--- src/hw/sfcp_pkg.sv ---
// Shared constants and types for the serial flash command and protect block.
package sfcp_pkg;
    localparam int CLK_HZ = 20_000_000;
    localparam int WSR_TIME_US = 15;
    localparam int WSR_CYCLES = WSR_TIME_US * (CLK_HZ / 1_000_000);
    localparam int AW = 19;
    localparam logic [7:0] OP_WREN = 8'h06;
    localparam logic [7:0] OP_WRDI = 8'h04;
    localparam logic [7:0] OP_RDSR = 8'h05;
    localparam logic [7:0] OP_WRSR = 8'h01;
    localparam logic [7:0] OP_READ = 8'h03;
    localparam logic [7:0] OP_FAST = 8'h0b;
    localparam logic [7:0] OP_DOUT = 8'h3b;
    localparam logic [7:0] OP_DIO = 8'hbb;
    localparam logic [7:0] OP_PROG = 8'h02;
    localparam logic [7:0] OP_SE = 8'h20;
    localparam logic [7:0] OP_BE32 = 8'h52;
    localparam logic [7:0] OP_BE64 = 8'hd8;
    localparam logic [7:0] OP_CE1 = 8'hc7;
    localparam logic [7:0] OP_CE2 = 8'h60;
    localparam logic [7:0] OP_RDID = 8'hab;
    localparam logic [7:0] OP_MFID = 8'h90;
    localparam int SB_BUSY = 0;
    localparam int SB_WEL = 1;
    localparam int SB_BP_LO = 2;
    localparam int SB_BP_HI = 4;
    localparam int SB_TB = 5;
    localparam int SB_LOCK = 7;
    localparam logic [7:0] STATUS_RESET = 8'h00;
    localparam logic [19:0] ARRAY_END = 20'h7ffff;
    localparam logic [19:0] ARRAY_SIZE = 20'h80000;
    localparam logic [19:0] SZ_64K = 20'h10000;
    localparam logic [19:0] SZ_128K = 20'h20000;
    localparam logic [19:0] SZ_256K = 20'h40000;
    localparam int IN_D0 = 0;
    localparam int IN_D1 = 1;
    localparam int IN_WP = 2;
    localparam int IN_CLK = 3;
    localparam int IN_CS = 4;
    localparam int NIN = 5;
    localparam logic [4:0] SYNC_RESET = 5'h14;
    typedef enum logic [2:0] {
        CMD_PROG = 3'h0,
        CMD_SE = 3'h1,
        CMD_BE32 = 3'h2,
        CMD_BE64 = 3'h3,
        CMD_CE = 3'h4
    } sfcp_kind_t;
    typedef struct packed {
        sfcp_kind_t kind;
        logic [AW-1:0] addr;
    } sfcp_cmd_t;
endpackage : sfcp_pkg

--- src/hw/sfcp_top.sv ---
// Serial flash instruction front end with status lock and array protection.
`timescale 1ns/1ps
module sfcp_top #(
    parameter logic [7:0] MAKER_CODE = 8'h5a,
    parameter logic [7:0] DEVICE_CODE = 8'h3c,
    parameter int WSR_CYC = sfcp_pkg::WSR_CYCLES
) (
    input wire logic sys_clk,
    input wire logic srst,
    input wire logic cs_n,
    input wire logic sclk,
    input wire logic wp_n,
    input wire logic dual_line_zero_in,
    output logic dual_line_zero_out,
    output logic dual_line_zero_oe,
    input wire logic dual_line_one_in,
    output logic dual_line_one_out,
    output logic dual_line_one_oe,
    output logic [sfcp_pkg::AW-1:0] mem_addr,
    input wire logic [7:0] mem_rdata,
    output logic [7:0] prog_data,
    output logic prog_data_valid,
    output sfcp_pkg::sfcp_cmd_t cmd,
    output logic cmd_go,
    output logic cmd_reject,
    input wire logic array_done,
    output logic [7:0] flash_status
);
    import sfcp_pkg::*;

    // Maker and device codes above are arbitrary values.
    typedef enum logic [5:0] {
        ST_WAIT = 6'b000001,
        ST_OPC = 6'b000010,
        ST_ADDR = 6'b000100,
        ST_DUMMY = 6'b001000,
        ST_DIN = 6'b010000,
        ST_DOUT = 6'b100000
    } sfcp_state_t;

    localparam int TW = $clog2(WSR_CYC + 1);

    function automatic logic is_addr_op(input logic [7:0] op);
        return op == OP_READ || op == OP_FAST || op == OP_DOUT || op == OP_DIO
            || op == OP_RDID || op == OP_MFID || op == OP_PROG || op == OP_SE
            || op == OP_BE32 || op == OP_BE64;
    endfunction : is_addr_op

    function automatic logic [AW-1:0] region_mask(input sfcp_kind_t k);
        case (k)
            CMD_PROG: return 19'h000ff;
            CMD_SE: return 19'h00fff;
            CMD_BE32: return 19'h07fff;
            CMD_BE64: return 19'h0ffff;
            default: return 19'h7ffff;
        endcase
    endfunction : region_mask

    // True when [lo, hi] overlaps the window chosen by range code and bottom select.
    function automatic logic prot_hit(input logic [19:0] lo, input logic [19:0] hi,
                                      input logic [2:0] bp, input logic tb);
        logic [19:0] sz;
        logic [19:0] plo;
        logic [19:0] phi;
        sz = bp[1] ? (bp[0] ? SZ_256K : SZ_128K) : SZ_64K;
        plo = tb ? 20'h00000 : ARRAY_SIZE - sz;
        phi = tb ? sz - 20'h00001 : ARRAY_END;
        if (bp[2])
        begin
            plo = 20'h00000;
            phi = ARRAY_END;
        end
        return bp != 3'b000 && lo <= phi && hi >= plo;
    endfunction : prot_hit

    ////////////////////////////////////////////////////////////////////////////
    // Pin synchronisers: a level counts once stages two and three agree.
    logic [NIN-1:0] s1_reg, s2_reg, s3_reg, filt_reg;
    logic [NIN-1:0] filt_next;
    wire [NIN-1:0] agree = ~(s2_reg ^ s3_reg);
    assign filt_next = (agree & s3_reg) | (~agree & filt_reg);

    always_ff @(posedge sys_clk)
    begin
        if (srst)
        begin
            s1_reg <= SYNC_RESET;
            s2_reg <= SYNC_RESET;
            s3_reg <= SYNC_RESET;
            filt_reg <= SYNC_RESET;
        end
        else
        begin
            s1_reg <= {cs_n, sclk, wp_n, dual_line_one_in, dual_line_zero_in};
            s2_reg <= s1_reg;
            s3_reg <= s2_reg;
            filt_reg <= filt_next;
        end
    end

    wire sel = ~filt_next[IN_CS];
    wire cs_fall = filt_reg[IN_CS] & ~filt_next[IN_CS];
    wire cs_rise = ~filt_reg[IN_CS] & filt_next[IN_CS];
    wire clk_rise = sel & ~filt_reg[IN_CLK] & filt_next[IN_CLK];
    wire clk_fall = sel & filt_reg[IN_CLK] & ~filt_next[IN_CLK];
    wire serial_in = filt_next[IN_D0];
    wire d1_in = filt_next[IN_D1];
    wire wp_hi = filt_reg[IN_WP];

    ////////////////////////////////////////////////////////////////////////////
    // Instruction framing.
    sfcp_state_t st_reg, opc_dest, addr_dest;
    logic [7:0] op_reg, sh_reg, wsd_reg;
    logic [31:0] adr_reg;
    logic [4:0] bcnt_reg;
    logic [2:0] tot_reg;
    logic got_reg;
    logic lock_reg, tb_reg, wel_reg, busy_reg, arr_reg;
    logic [2:0] bp_reg;
    logic [TW-1:0] wtim_reg;

    wire [7:0] sh_next = {sh_reg[6:0], serial_in};
    wire byte_end = bcnt_reg[2:0] == 3'h7;
    wire dual_in = op_reg == OP_DIO;
    wire dual_out = op_reg == OP_DOUT || op_reg == OP_DIO;
    wire addr_end = bcnt_reg == (dual_in ? 5'h0f : 5'h17);
    // Odd bits arrive on line one, even bits on line zero.
    wire [31:0] adr_next = dual_in ? {adr_reg[29:0], d1_in, serial_in}
                                   : {adr_reg[30:0], serial_in};
    wire is_erase = op_reg == OP_SE || op_reg == OP_BE32 || op_reg == OP_BE64
        || op_reg == OP_CE1 || op_reg == OP_CE2;
    wire bare_new = sh_next == OP_WREN || sh_next == OP_WRDI || sh_next == OP_WRSR
        || sh_next == OP_CE1 || sh_next == OP_CE2;

    assign opc_dest = (busy_reg && sh_next != OP_RDSR) ? ST_WAIT :
                      (sh_next == OP_RDSR) ? ST_DOUT :
                      bare_new ? ST_DIN :
                      is_addr_op(sh_next) ? ST_ADDR : ST_WAIT;
    assign addr_dest = (op_reg == OP_FAST || op_reg == OP_DOUT) ? ST_DUMMY :
                       (op_reg == OP_PROG || is_erase) ? ST_DIN : ST_DOUT;

    always_ff @(posedge sys_clk)
    begin
        if (srst)
        begin
            st_reg <= ST_WAIT;
            op_reg <= 8'h00;
            sh_reg <= 8'h00;
            adr_reg <= 32'h00000000;
            bcnt_reg <= 5'h00;
            tot_reg <= 3'h0;
            got_reg <= 1'b0;
        end
        else if (cs_fall)
        begin
            st_reg <= ST_OPC;
            bcnt_reg <= 5'h00;
            tot_reg <= 3'h0;
            got_reg <= 1'b0;
        end
        else if (cs_rise)
            st_reg <= ST_WAIT;
        else if (clk_rise)
        begin
            tot_reg <= tot_reg + 3'h1;
            bcnt_reg <= bcnt_reg + 5'h01;
            case (st_reg)
                ST_OPC:
                begin
                    sh_reg <= sh_next;
                    if (byte_end)
                    begin
                        op_reg <= sh_next;
                        st_reg <= opc_dest;
                        bcnt_reg <= 5'h00;
                    end
                end
                ST_ADDR:
                begin
                    adr_reg <= adr_next;
                    if (addr_end)
                    begin
                        st_reg <= addr_dest;
                        bcnt_reg <= 5'h00;
                    end
                end
                ST_DUMMY:
                    if (byte_end)
                        st_reg <= ST_DOUT;
                ST_DIN:
                begin
                    sh_reg <= sh_next;
                    if (byte_end)
                        got_reg <= 1'b1;
                end
                default: ;
            endcase
        end
    end

    ////////////////////////////////////////////////////////////////////////////
    // Read path: one byte per eight falls, or per four in dual mode.
    logic [7:0] osh_reg;
    logic [2:0] ocnt_reg;
    logic tog_reg, l0_reg, l1_reg, oe0_reg, oe1_reg;
    logic [7:0] stat_byte;

    always_comb
    begin
        stat_byte = 8'h00;
        stat_byte[SB_LOCK] = lock_reg;
        stat_byte[SB_TB] = tb_reg;
        stat_byte[SB_BP_HI:SB_BP_LO] = bp_reg;
        stat_byte[SB_WEL] = wel_reg;
        stat_byte[SB_BUSY] = busy_reg;
    end

    wire mem_src = op_reg == OP_READ || op_reg == OP_FAST || dual_out;
    wire oload = ocnt_reg == 3'h0;
    // Status is resampled at every byte so a polling host sees busy drop.
    wire [7:0] osrc = (op_reg == OP_RDSR) ? stat_byte :
                      (op_reg == OP_RDID) ? DEVICE_CODE :
                      (op_reg == OP_MFID) ? (tog_reg ? DEVICE_CODE : MAKER_CODE) :
                      mem_rdata;
    wire [7:0] obyte = oload ? osrc : osh_reg;
    wire ofall = clk_fall && st_reg == ST_DOUT;

    always_ff @(posedge sys_clk)
    begin
        if (srst || cs_fall || cs_rise)
        begin
            osh_reg <= 8'h00;
            ocnt_reg <= 3'h0;
            tog_reg <= 1'b0;
            l0_reg <= 1'b0;
            l1_reg <= 1'b0;
            oe0_reg <= 1'b0;
            oe1_reg <= 1'b0;
        end
        else if (ofall)
        begin
            l1_reg <= obyte[7];
            l0_reg <= obyte[6];
            osh_reg <= dual_out ? {obyte[5:0], 2'b00} : {obyte[6:0], 1'b0};
            ocnt_reg <= (ocnt_reg == (dual_out ? 3'h3 : 3'h7)) ? 3'h0 : ocnt_reg + 3'h1;
            oe1_reg <= 1'b1;
            oe0_reg <= dual_out;
            if (oload)
                tog_reg <= ~tog_reg;
        end
    end

    assign dual_line_zero_out = l0_reg;
    assign dual_line_zero_oe = oe0_reg;
    assign dual_line_one_out = l1_reg;
    assign dual_line_one_oe = oe1_reg;

    ////////////////////////////////////////////////////////////////////////////
    // Array address, program byte strobe and first status data byte.
    logic [AW-1:0] addr_reg;
    logic [7:0] pd_reg;
    logic pdv_reg;
    wire din_byte = clk_rise && st_reg == ST_DIN && byte_end;

    always_ff @(posedge sys_clk)
    begin
        if (srst)
        begin
            addr_reg <= '0;
            pd_reg <= 8'h00;
            pdv_reg <= 1'b0;
            wsd_reg <= 8'h00;
        end
        else
        begin
            pdv_reg <= din_byte && op_reg == OP_PROG;
            if (clk_rise && st_reg == ST_ADDR && addr_end)
                addr_reg <= dual_in ? adr_next[26:8] : adr_next[18:0];
            else if (ofall && oload && mem_src)
                addr_reg <= addr_reg + 19'h00001;
            else if (pdv_reg)
                addr_reg[7:0] <= addr_reg[7:0] + 8'h01;
            if (din_byte)
                pd_reg <= sh_next;
            if (din_byte && !got_reg)
                wsd_reg <= sh_next;
        end
    end

    assign mem_addr = addr_reg;
    assign prog_data = pd_reg;
    assign prog_data_valid = pdv_reg;

    ////////////////////////////////////////////////////////////////////////////
    // Commit on deselect, protection and busy tracking.
    sfcp_kind_t kind;
    assign kind = (op_reg == OP_PROG) ? CMD_PROG : (op_reg == OP_SE) ? CMD_SE :
                  (op_reg == OP_BE32) ? CMD_BE32 : (op_reg == OP_BE64) ? CMD_BE64 : CMD_CE;
    wire [AW-1:0] rmask = region_mask(kind);
    wire [AW-1:0] rlo = addr_reg & ~rmask;
    wire hit = prot_hit({1'b0, rlo}, {1'b0, rlo | rmask}, bp_reg, tb_reg);

    wire commit = cs_rise && st_reg == ST_DIN && tot_reg == 3'h0 && !busy_reg;
    wire wsr_ok = ~(lock_reg & ~wp_hi);
    wire do_wren = commit && op_reg == OP_WREN;
    wire do_wrdi = commit && op_reg == OP_WRDI;
    wire wsr_go = commit && op_reg == OP_WRSR && got_reg && wel_reg && wsr_ok;
    wire arr_req = commit && wel_reg && (op_reg == OP_PROG ? got_reg : is_erase);
    wire go_w = arr_req && !hit;
    wire rej_w = arr_req && hit;
    wire done = busy_reg && (arr_reg ? array_done : wtim_reg == '0);

    always_ff @(posedge sys_clk)
    begin
        if (srst)
        begin
            lock_reg <= STATUS_RESET[SB_LOCK];
            tb_reg <= STATUS_RESET[SB_TB];
            bp_reg <= STATUS_RESET[SB_BP_HI:SB_BP_LO];
            wel_reg <= 1'b0;
            busy_reg <= 1'b0;
            arr_reg <= 1'b0;
            wtim_reg <= '0;
            cmd_go <= 1'b0;
            cmd_reject <= 1'b0;
            cmd <= '0;
        end
        else
        begin
            cmd_go <= go_w;
            cmd_reject <= rej_w;
            if (go_w)
                cmd <= '{kind: kind, addr: rlo};
            if (wsr_go)
            begin
                lock_reg <= wsd_reg[SB_LOCK];
                tb_reg <= wsd_reg[SB_TB];
                bp_reg <= wsd_reg[SB_BP_HI:SB_BP_LO];
                busy_reg <= 1'b1;
                wtim_reg <= TW'(WSR_CYC - 1);
            end
            else if (go_w)
            begin
                busy_reg <= 1'b1;
                arr_reg <= 1'b1;
            end
            else if (done)
            begin
                busy_reg <= 1'b0;
                arr_reg <= 1'b0;
                wel_reg <= 1'b0;
            end
            else if (busy_reg)
                wtim_reg <= wtim_reg - TW'(1);
            if (do_wren)
                wel_reg <= 1'b1;
            else if (do_wrdi)
                wel_reg <= 1'b0;
        end
    end

    assign flash_status = stat_byte;

    ////////////////////////////////////////////////////////////////////////////
    // Checks.
    a_rsv_zero: assert property (@(posedge sys_clk) disable iff (srst)
        flash_status[6] == 1'b0) else $error("reserved status bit not zero");
    a_lock_refuse: assert property (@(posedge sys_clk) disable iff (srst)
        wsr_go |-> !(lock_reg && !wp_hi)) else $error("locked status write taken");
    a_wsr_latch: assert property (@(posedge sys_clk) disable iff (srst)
        wsr_go |=> busy_reg && flash_status[SB_WEL]) else $error("status write without latch");
    a_busy_ignore: assert property (@(posedge sys_clk) disable iff (srst)
        (clk_rise && st_reg == ST_OPC && byte_end && busy_reg && sh_next != OP_RDSR)
        |=> st_reg == ST_WAIT) else $error("instruction taken while busy");
    a_cs_close: assert property (@(posedge sys_clk) disable iff (srst)
        cs_rise |=> st_reg == ST_WAIT && !dual_line_one_oe && !dual_line_zero_oe)
        else $error("deselect did not close instruction");
    a_cs_start: assert property (@(posedge sys_clk) disable iff (srst)
        cs_fall |=> st_reg == ST_OPC && bcnt_reg == 5'h00) else $error("no fresh opcode");
    a_go_protect: assert property (@(posedge sys_clk) disable iff (srst)
        $rose(cmd_go) |-> !$past(hit) && !cmd_reject) else $error("protected region issued");
    a_byte_bound: assert property (@(posedge sys_clk) disable iff (srst)
        (go_w || wsr_go) |-> tot_reg == 3'h0) else $error("write off byte boundary");
    a_done_wel: assert property (@(posedge sys_clk) disable iff (srst)
        $fell(busy_reg) |-> !wel_reg) else $error("latch kept after completion");
    a_wsr_busy: assert property (@(posedge sys_clk) disable iff (srst)
        wsr_go |=> busy_reg [*8]) else $error("status write cycle too short");

endmodule : sfcp_top

--- config.mk ---
export PLATFORM = sky130hd
export DESIGN_NAME = sfcp_top
export DESIGN_NICKNAME = d
export VERILOG_FILES = /design/src/hw/sfcp_pkg.sv /design/src/hw/sfcp_top.sv
export SDC_FILE = /design/constraint.sdc
export NUM_CORES = 1
export LEC_CHECK = 0
export ABC_AREA = 1
export BUFFER_PORTS_ARGS = -buffer_cell sky130_fd_sc_hd__buf_4
export CORE_ASPECT_RATIO = 1.4
export CORE_MARGIN = 5
export CORE_UTILIZATION = 59
export CTS_CLUSTER_DIAMETER = 40
export DETAILED_ROUTE_END_ITERATION = 8
export GPL_TIMING_DRIVEN = 1
export HOLD_SLACK_MARGIN = 0.1
export PLACE_DENSITY = 0.82
export REMOVE_ABC_BUFFERS = 1
export SYNTH_ARGS = -nofsm -noshare
export SYNTH_HDL_FRONTEND = slang
export SYNTH_SLANG_ARGS = --single-unit
export TNS_END_PERCENT = 30
--- constraint.sdc ---
create_clock -name sys_clk -period 2.97 [get_ports sys_clk]
set_clock_uncertainty 0.1 [all_clocks]
set_input_delay 0 -clock sys_clk [delete_from_list [all_inputs] [get_ports sys_clk]]
set_output_delay 0 -clock sys_clk [all_outputs]
set_load 0.01 [all_outputs]
After elaboration in Yosys (flattened, before gate mapping)
Index checks and enable logic that the tools add are counted.
- word-level logic and storage cells: 266
- ROM bits: 0
- latch bits: 0
- bits in registers: 169
- RAM bits: 0
- memories kept: 0
- $mul: 0
- reductions and logical operators: 83
- bitwise gates (word level): 28
- shift operators: 0
- multiplexer cells: 55
- magnitude comparators: 2
- eq/ne operators: 54
- $add $sub $neg: 8
- div/mod/pow operators: 0
- operators by type and width (kind ; count):
    8-bit equality test, second input constant ; 10
    20-bit two-way mux ; 4
    19-bit two-way mux ; 4
    19-bit one-hot mux with 4 select lines ; 1
    8-bit two-way mux ; 7
    8-bit by 3-bit equality test with 1-bit output, second input constant ; 6
    6-bit two-way mux ; 7
    9-bit two-way mux ; 4
    8-bit by 2-bit equality test with 1-bit output, second input constant ; 4
    8-bit by 6-bit equality test with 1-bit output, second input constant ; 4
    8-bit by 7-bit equality test with 1-bit output, second input constant ; 4
    27-bit two-way mux ; 1
    1-bit logical AND ; 26
    1-bit logical OR ; 24
    3-bit two-way mux ; 7
    19-bit by 20-bit >= comparator with 1-bit output ; 1
    19-bit by 20-bit less-or-equal comparator with 1-bit output ; 1
    5-bit two-way mux ; 4
    19-bit by 1-bit subtractor with 20-bit output, second input constant ; 1
    20-bit by 19-bit subtractor with 20-bit output, first input constant ; 1
    19-bit by 1-bit adder with 19-bit output, second input constant ; 1
    19-bit bitwise AND ; 1
    19-bit inverter ; 1
    19-bit bitwise OR ; 1
    other kinds (44) ; 105

Depth between registers and ports, before layout
Gate-level depths: netlist of run 1.
- depth after elaboration: 24
- mapped depth: 20

Least setup slack after synthesis of run 1
No wires, ideal clock.
- path type: register to register
- start: register op_reg[7]
- end: register cmd[15] (netlist bit)
- path buffers: 1
- setup time: 0.070 ns
- cell stages (with the launch flop): 18
- arrival time: 2.248 ns
- path slack: 0.552 ns
- clock period less this slack: 2.418 ns
- cell sequence: dfxtp_1 nor2_2 nand2_4 nor2_8 nor2_4 nand2_4 inv_4 nor2_1 ha_1 and3b_1 nand3_1 nand2_1 a21oi_2 nand2_2 nand2_4 buf_8 nand3_1 o21ai_1
- word-level cells in the longest chain between the ends: 14
- RTL lines (element ; line ; RTL):
    start, declared ; sfcp_top.sv:113 ; logic [7:0] op_reg, sh_reg, wsd_reg;
    start signal, assigned ; sfcp_top.sv:173 ; op_reg <= sh_next;
    8-bit equality test ; sfcp_top.sv:298 ; (op_reg == OP_BE32) ? CMD_BE32 : (op_reg == OP_BE64) ? CMD_BE64 : CMD_CE;
    3-bit two-way mux (2 in a row) ; sfcp_top.sv:298 ;
    3-bit two-way mux ; sfcp_top.sv:297 ; assign kind = (op_reg == OP_PROG) ? CMD_PROG : (op_reg == OP_SE) ? CMD_SE :
    3-bit two-way mux * ; sfcp_top.sv:297 ;
    3-bit by 2-bit equality test with 1-bit output, or another cell as far along ; sfcp_top.sv:50 ; case (k)
    19-bit one-hot mux with 4 select lines * ; sfcp_top.sv:50 ;
    19-bit inverter * ; sfcp_top.sv:300 ; wire [AW-1:0] rlo = addr_reg & ~rmask;
    19-bit bitwise AND * ; sfcp_top.sv:300 ;
    named net rlo[17] ; sfcp_top.sv:300 ;
    19-bit bitwise OR / 19-bit by 20-bit less-or-equal comparator with 1-bit output (equally long branches) ; sfcp_top.sv:301, sfcp_top.sv:73 ;
    19-bit by 20-bit >= comparator with 1-bit output / 1-bit logical AND (equally long branches) ; sfcp_top.sv:73 ; return bp != 3'b000 && lo <= phi && hi >= plo;
    1-bit logical AND * ; sfcp_top.sv:73 ;
    1-bit zero test * ; sfcp_top.sv:309 ; wire go_w = arr_req && !hit;
    1-bit logical AND * ; sfcp_top.sv:309 ;
    end signal, assigned ; sfcp_top.sv:333 ; cmd <= '{kind: kind, addr: rlo};
    end, declared ; sfcp_top.sv:23 ; output sfcp_pkg::sfcp_cmd_t cmd,
The timed path passes the listed nets; every way through them passes the cells marked *.
A chain may end at the register's enable or synchronous reset.

Worst setup path after layout of run 1
- start: register op_reg[1]
- end: register cmd[13] (netlist bit)
Same word-level chain as after synthesis.

==> impl_metrics.ini, run 1 <==
[outcome]
status = complete, no violations

[timing]
grt_setup_unrepaired = no
hold_violations = 0
max_freq_mhz = 365
setup_violations = 0
finalCriticalPeriod_ps = 2740
fin_crit_sh_pct = 92.2
setup_tns_ps = 0
slew_violations = 0
max_slew_margin_pct = 30.8
worstMarginPinSlew_ps = 1030

[yosys]
async_flop_share_pct = 0
synth-edff-count = 0
synth_commonest_cells = 242 x nand2_1, 156 x dfxtp_1, 127 x nor2_1
synth.distinct_cells = 53
netlist.area_leader.share_pct = 39.7
ys_seq_area_share_pct = 39.7
syn_inst = 1113
yosys.area.top_type = dfxtp_1
post-synth-top-count-cell = nand2_1
ys_seq_elements = 156
netlist_top_cells_area = dfxtp_1 40%, nand2_1 12%, o21ai_0 7.2%
yosysWarnings = 0
yosys_most_used_dff = dfxtp_1
synth_area_mm2 = 0.00788
avgSynthCellArea_um2 = 7.08

[critical_path]
worst_setup_path_start_kind = register
r2r-start = op_reg[1]$_SDFFE_PP0P_
cp_max_fo = 7
rrSetupSlack_ps = 230
crit_start = op_reg[1]$_SDFFE_PP0P_
crit_arrival_ps = 2940
critPathCaptureType = register
reg2reg_depth = 16
critPathKind = reg -> reg
crit_required_ps = 3180
worstReg2RegEnd = cmd[13]$_SDFFE_PP0P_

[run]
cap_violations = 0

[grt]
top_usage_layer = met2
grt_util_met2_pct = 48.1
grt_util_met3_pct = 6.11
grt_max_degree = 55
met1_usage_pct = 30.6
grt_pass1_vias = 7321
track_usage_pct = 27.5
antenna_found_initial = 0
grt_first_pass_wirelength_mm = 35.0
grt_overflow_total = 0

[place]
dpl.hpwl_mm = 15.0
gp_congestion = 0.919
portBuffers = 70

[final_layout]
largest_reg_flops = 25
area_growth_pct = 19.5
drive_gt1_share_pct = 14.9
diodes = 0
num-fill-cells = 1099
multi_input_area_mm2 = 0.00406
finalNetCount = 1223
regArea_mm2 = 0.00312

[floorplan]
core_mm2 = 0.0133
start_util_pct = 59.4
die_area_mm2 = 0.0158
io-pin-count = 80
die_y_um = 147
die_w_um = 108
row_count = 50

[detailed_routing]
drc = 0
routedWlPerCell_um = 15.4
wl_mm = 21.3
first_pass_iters = 5
drt_iter0_markers = 478
vias = 7658
antenna_left = 0
via_per_inst = 5.52

[min_path]
holdCritStartpoint = cs_n
hold_depth = 3
whs_endpoint = s1_reg[4]$_SDFF_PP1_
hold_path_class = in -> reg

[power]
p_leak_nw = 3.97
ir_drop_uv = 377
total_power_mw = 4.83
powerDensity_mw_per_mm2 = 513

[cts]
root_buffer = clkbuf_16
clk-insertion-delay-late_ps = 430
cts_sinks = 156
clockBufferDepth = 2
htree_levels = 4
path_clk_slew_ps = 60
numCtsBuffers = 17
cts_tree = done
-- routing by layer --
| layer | wire length, um | share of wire [%] | vias to the layer above |
|---|---|---|---|
| met1 | 8210 | 38 | 3517 |
| met5 | 0 | 0 | - |
| li1 | - | - | 3805 |
| met2 | 10800 | 51 | 259 |
| met4 | 1030 | 4.8 | 0 |
| met3 | 1290 | 6.0 | 77 |
-- cell families after synthesis --
logic type / share of synthesized area (%)
AOI/OAI and AO/OA: 18.2
xor gates and xnor gates: 1.78
adders and majority gates: 2.35
buffers and inverters: 9.29
DFF: 39.7
muxes: 0.127
other: 0.0476
and+or+nand+nor: 28.6
-- worst max-delay path, cell delays in order, from the launching register on --
cell and delay (ps):
dfxtp_1 460, inv_2 80, nor2_2 100, nand2_2 90, nor2_8 150, nor2_4 70
nand2_4 100, inv_4 60, nor2_1 170, ha_1 270, and3b_1 180, nand3_1 70
nand2_1 60, a21oi_2 130, nand2_2 140, nand2_1 260, o21ai_1 120
-- final cells by class --
class                           instances  area share (%)
Sequential cell                       156            33.2
Inverter                              121            4.88
Multi-Input combinational cell        795            43.1
Clock buffer                           19            4.81
Clock inverter                         13            2.77
Timing Repair Buffer                  102            8.78
Tap cell                              182            2.42
-- report_power, final --
group | total [mW] | internal [mW] | leakage, nW | switching (mW)
Clock | 2.61 | 1.71 | 0.340 | 0.893
Sequential | 2.10 | 2.10 | 1.26 | 0.00387
Combinational | 0.115 | 0.0487 | 2.37 | 0.0662
-- metrics by stage --
step / std cells / util (%) / hold slack [ps] / cell area, um^2 / setup slack (ps)
after floorplan: 1072 / - / -39.6 / 7630 / 529
after global routing: 1388 / 70.9 / 203 / 9410 / 50.4
after global placement: 1337 / 64.1 / 83.3 / 8500 / 358
after detailed placement: 1337 / 64.1 / 87.7 / 8500 / 233
after CTS: 1388 / 70.9 / 192 / 9400 / 220
final: 1388 / 70.9 / 203 / 9410 / 230
-- worst max-delay path by stage --
stage	end	slack, ps
after global routing	cmd[11]$_SDFFE_PP0P_	50
after detailed placement	cmd[21]$_SDFFE_PP0P_	230
after CTS	cmd[21]$_SDFFE_PP0P_	220
after floorplan	cmd[16]$_SDFFE_PP0P_	530
after global placement	cmd[16]$_SDFFE_PP0P_	360
final	cmd[13]$_SDFFE_PP0P_	230
-- repair_timing --
action	in CTS	in global routing
hold endpoints to repair	48	0
endpoints found under the setup margin	0	1
hold buffers	19	0
setup buffers	0	0
resized for setup	0	1
-- placed cells by master, fill, tap and decap left out, types with 6 or more instances in the layout --
cell	instances
xor2_1	9
nor3_1	21
bufinv_16	7
a211oi_1	14
nand3_2	6
clkbuf_16	17
a21oi_1	70
nand2_1	242
inv_2	12
nor2_1	127
dlygate4sd3_1	19
o21ai_1	20
nand3_1	39
nor2_2	7
conb_1	9
o21ai_0	113
a31oi_1	25
dfxtp_1	156
buf_4	82
ha_1	14
inv_1	105
nand4_1	15
or2_2	10
xnor2_1	7
Power figures use the tool's default switching activity.
==> run 2: changes to the inputs <==
CTS_CLUSTER_DIAMETER = default   (was 40)
PLACE_DENSITY = 0.89   (was 0.82)
==> run 2 against run 1 <==
Critical path depth grew 1. Combinational power is essentially flat. Fmax grew 0.60%. Core utilization shrank 1.2 points. Wire length shrank 1.9%. Worst setup slack gained 16 ps. Register-to-register slack gained 20 ps. Sequential share of layout area grew 0.57 points.
==> impl_metrics.ini, run 2 (same netlist as run 1, synthesis figures left out) <==
[final_layout]
drive_gt1_share_pct = 14.9
largest_reg_flops = 25
diodes = 0
layout.cells.non_filler = 1387
final_common_cell = nand2_1
area_growth_pct = 17.4
final_cell_mix = 242 x nand2_1, 156 x dfxtp_1, 127 x nor2_1
finalNetCount = 1222
fin_util_pct = 69.7

[timing]
slew_violations = 0
worstMarginPinSlew_ps = 511
fin_crit_sh_pct = 91.7
max_slew_margin_pct = 65.7
hold_violations = 0
grt_setup_unrepaired = no
setup_violations = 0
finalCriticalPeriod_ps = 2720
max_freq_mhz = 367
setup_ws_ps = 247
setup_tns_ps = 0

[critical_path]
crit_arrival_ps = 2950
critPathCaptureType = register
cp_max_fo = 17
worst_setup_path_start_kind = register
critPathKind = reg -> reg
crit_required_ps = 3190

[power]
total_power_mw = 4.32
powerDensity_mw_per_mm2 = 468
ir_drop_uv = 344
p_leak_nw = 3.88

[min_path]
hold_path_class = in -> reg

[floorplan]
core_mm2 = 0.0133
io-pin-count = 80
die_y_um = 147
die_w_um = 108
start_util_pct = 59.4
die_area_mm2 = 0.0158
row_count = 50

[detailed_routing]
route.met2.wl_mm = 10.8
first_pass_iters = 5
met1_length_mm = 7.86
antenna_left = 0
vias = 7765
drc = 0
wl_met3_mm = 1.45
drt_iter0_markers = 590
wl_mm = 20.9
routedWlPerCell_um = 15.1
top_layer_used = met4
via_per_inst = 5.60

[place]
dp_cells = 1337
dpl.hpwl_mm = 14.8
preCtsSetupSlack_ps = 319
portBuffers = 70
gp_congestion = 0.941

[grt]
antenna_found_initial = 0
grt_pass1_vias = 7461
grt_max_degree = 54
grt_overflow_total = 0
track_usage_pct = 26.9
grt_first_pass_wirelength_mm = 34.7

[cts]
cts_tree = done
clk-insertion-delay-late_ps = 430
htree_levels = 4
numCtsBuffers = 17
clockBufferDepth = 2
cts_sinks = 156
path_clk_slew_ps = 60
root_buffer = clkbuf_16

[run]
cap_violations = 0

[outcome]
status = complete, no violations
run 2: per-layer routing:
layer | vias to the layer above | global-route usage [%]
met5 | - | 0
met4 | 0 | 11.9
met3 | 71 | 5.71
met2 | 339 | 48.4
met1 | 3547 | 30.0
li1 | 3808 | -
run 2: path summary, 6_finish.rpt:
path | from | to | slack, ps | cells after the start
worst max register to register | op_reg[4]$_SDFFE_PP0P_ | cmd[21]$_SDFFE_PP0P_ | 250 | 17
worst max-delay path | op_reg[4]$_SDFFE_PP0P_ | cmd[21]$_SDFFE_PP0P_ | 250 | 17
worst min register to register | s1_reg[0]$_SDFF_PP0_ | s2_reg[0]$_SDFF_PP0_ | 300 | 2
worst min-delay path | mem_rdata[1] | osh_reg[3]$_SDFFE_PP0P_ | 160 | 7
run 2: area by class of cell:
class	count	area, um^2
fill	1077	4020
timing repair buffer	101	816
clock inverter	12	115
multi-input combinational	795	4050
sequential	156	3120
clock buffer	20	457
tap	182	228
inverter	121	459
run 2: power by group:
group / switching, mW / internal, mW
sequential: 0.00409 / 2.10
clock: 0.903 / 1.20
combinational: 0.0664 / 0.0479
run 2: timing repair:
item	in CTS	in global routing
hold endpoints to repair	49	0
gates resized for setup	0	0
buffers inserted	0	0
hold buffers	18	0
run 2: stage by stage:
stage / hold slack [ps] / cell area (um^2)
finish: 156 / 9250
global route: 198 / 9250
CTS: 124 / 9250
detailed placement: 89.5 / 8500
global placement: 84.2 / 8500
floorplan: -39.6 / 7630
run 2: critical path: stages, from the launching register on:
cell and delay [ps]:
dfxtp_1 390, nor2_2 230, nand2_4 110, nor2_8 170, nor2_4 70, nand2_4 100
inv_4 60, nor2_1 150, ha_1 250, and3b_1 180, nand3_1 80, nand2_1 70
a21oi_2 130, nand2_2 110, nand2_4 240, nand2_1 80, nand2_1 60, nor2_1 50
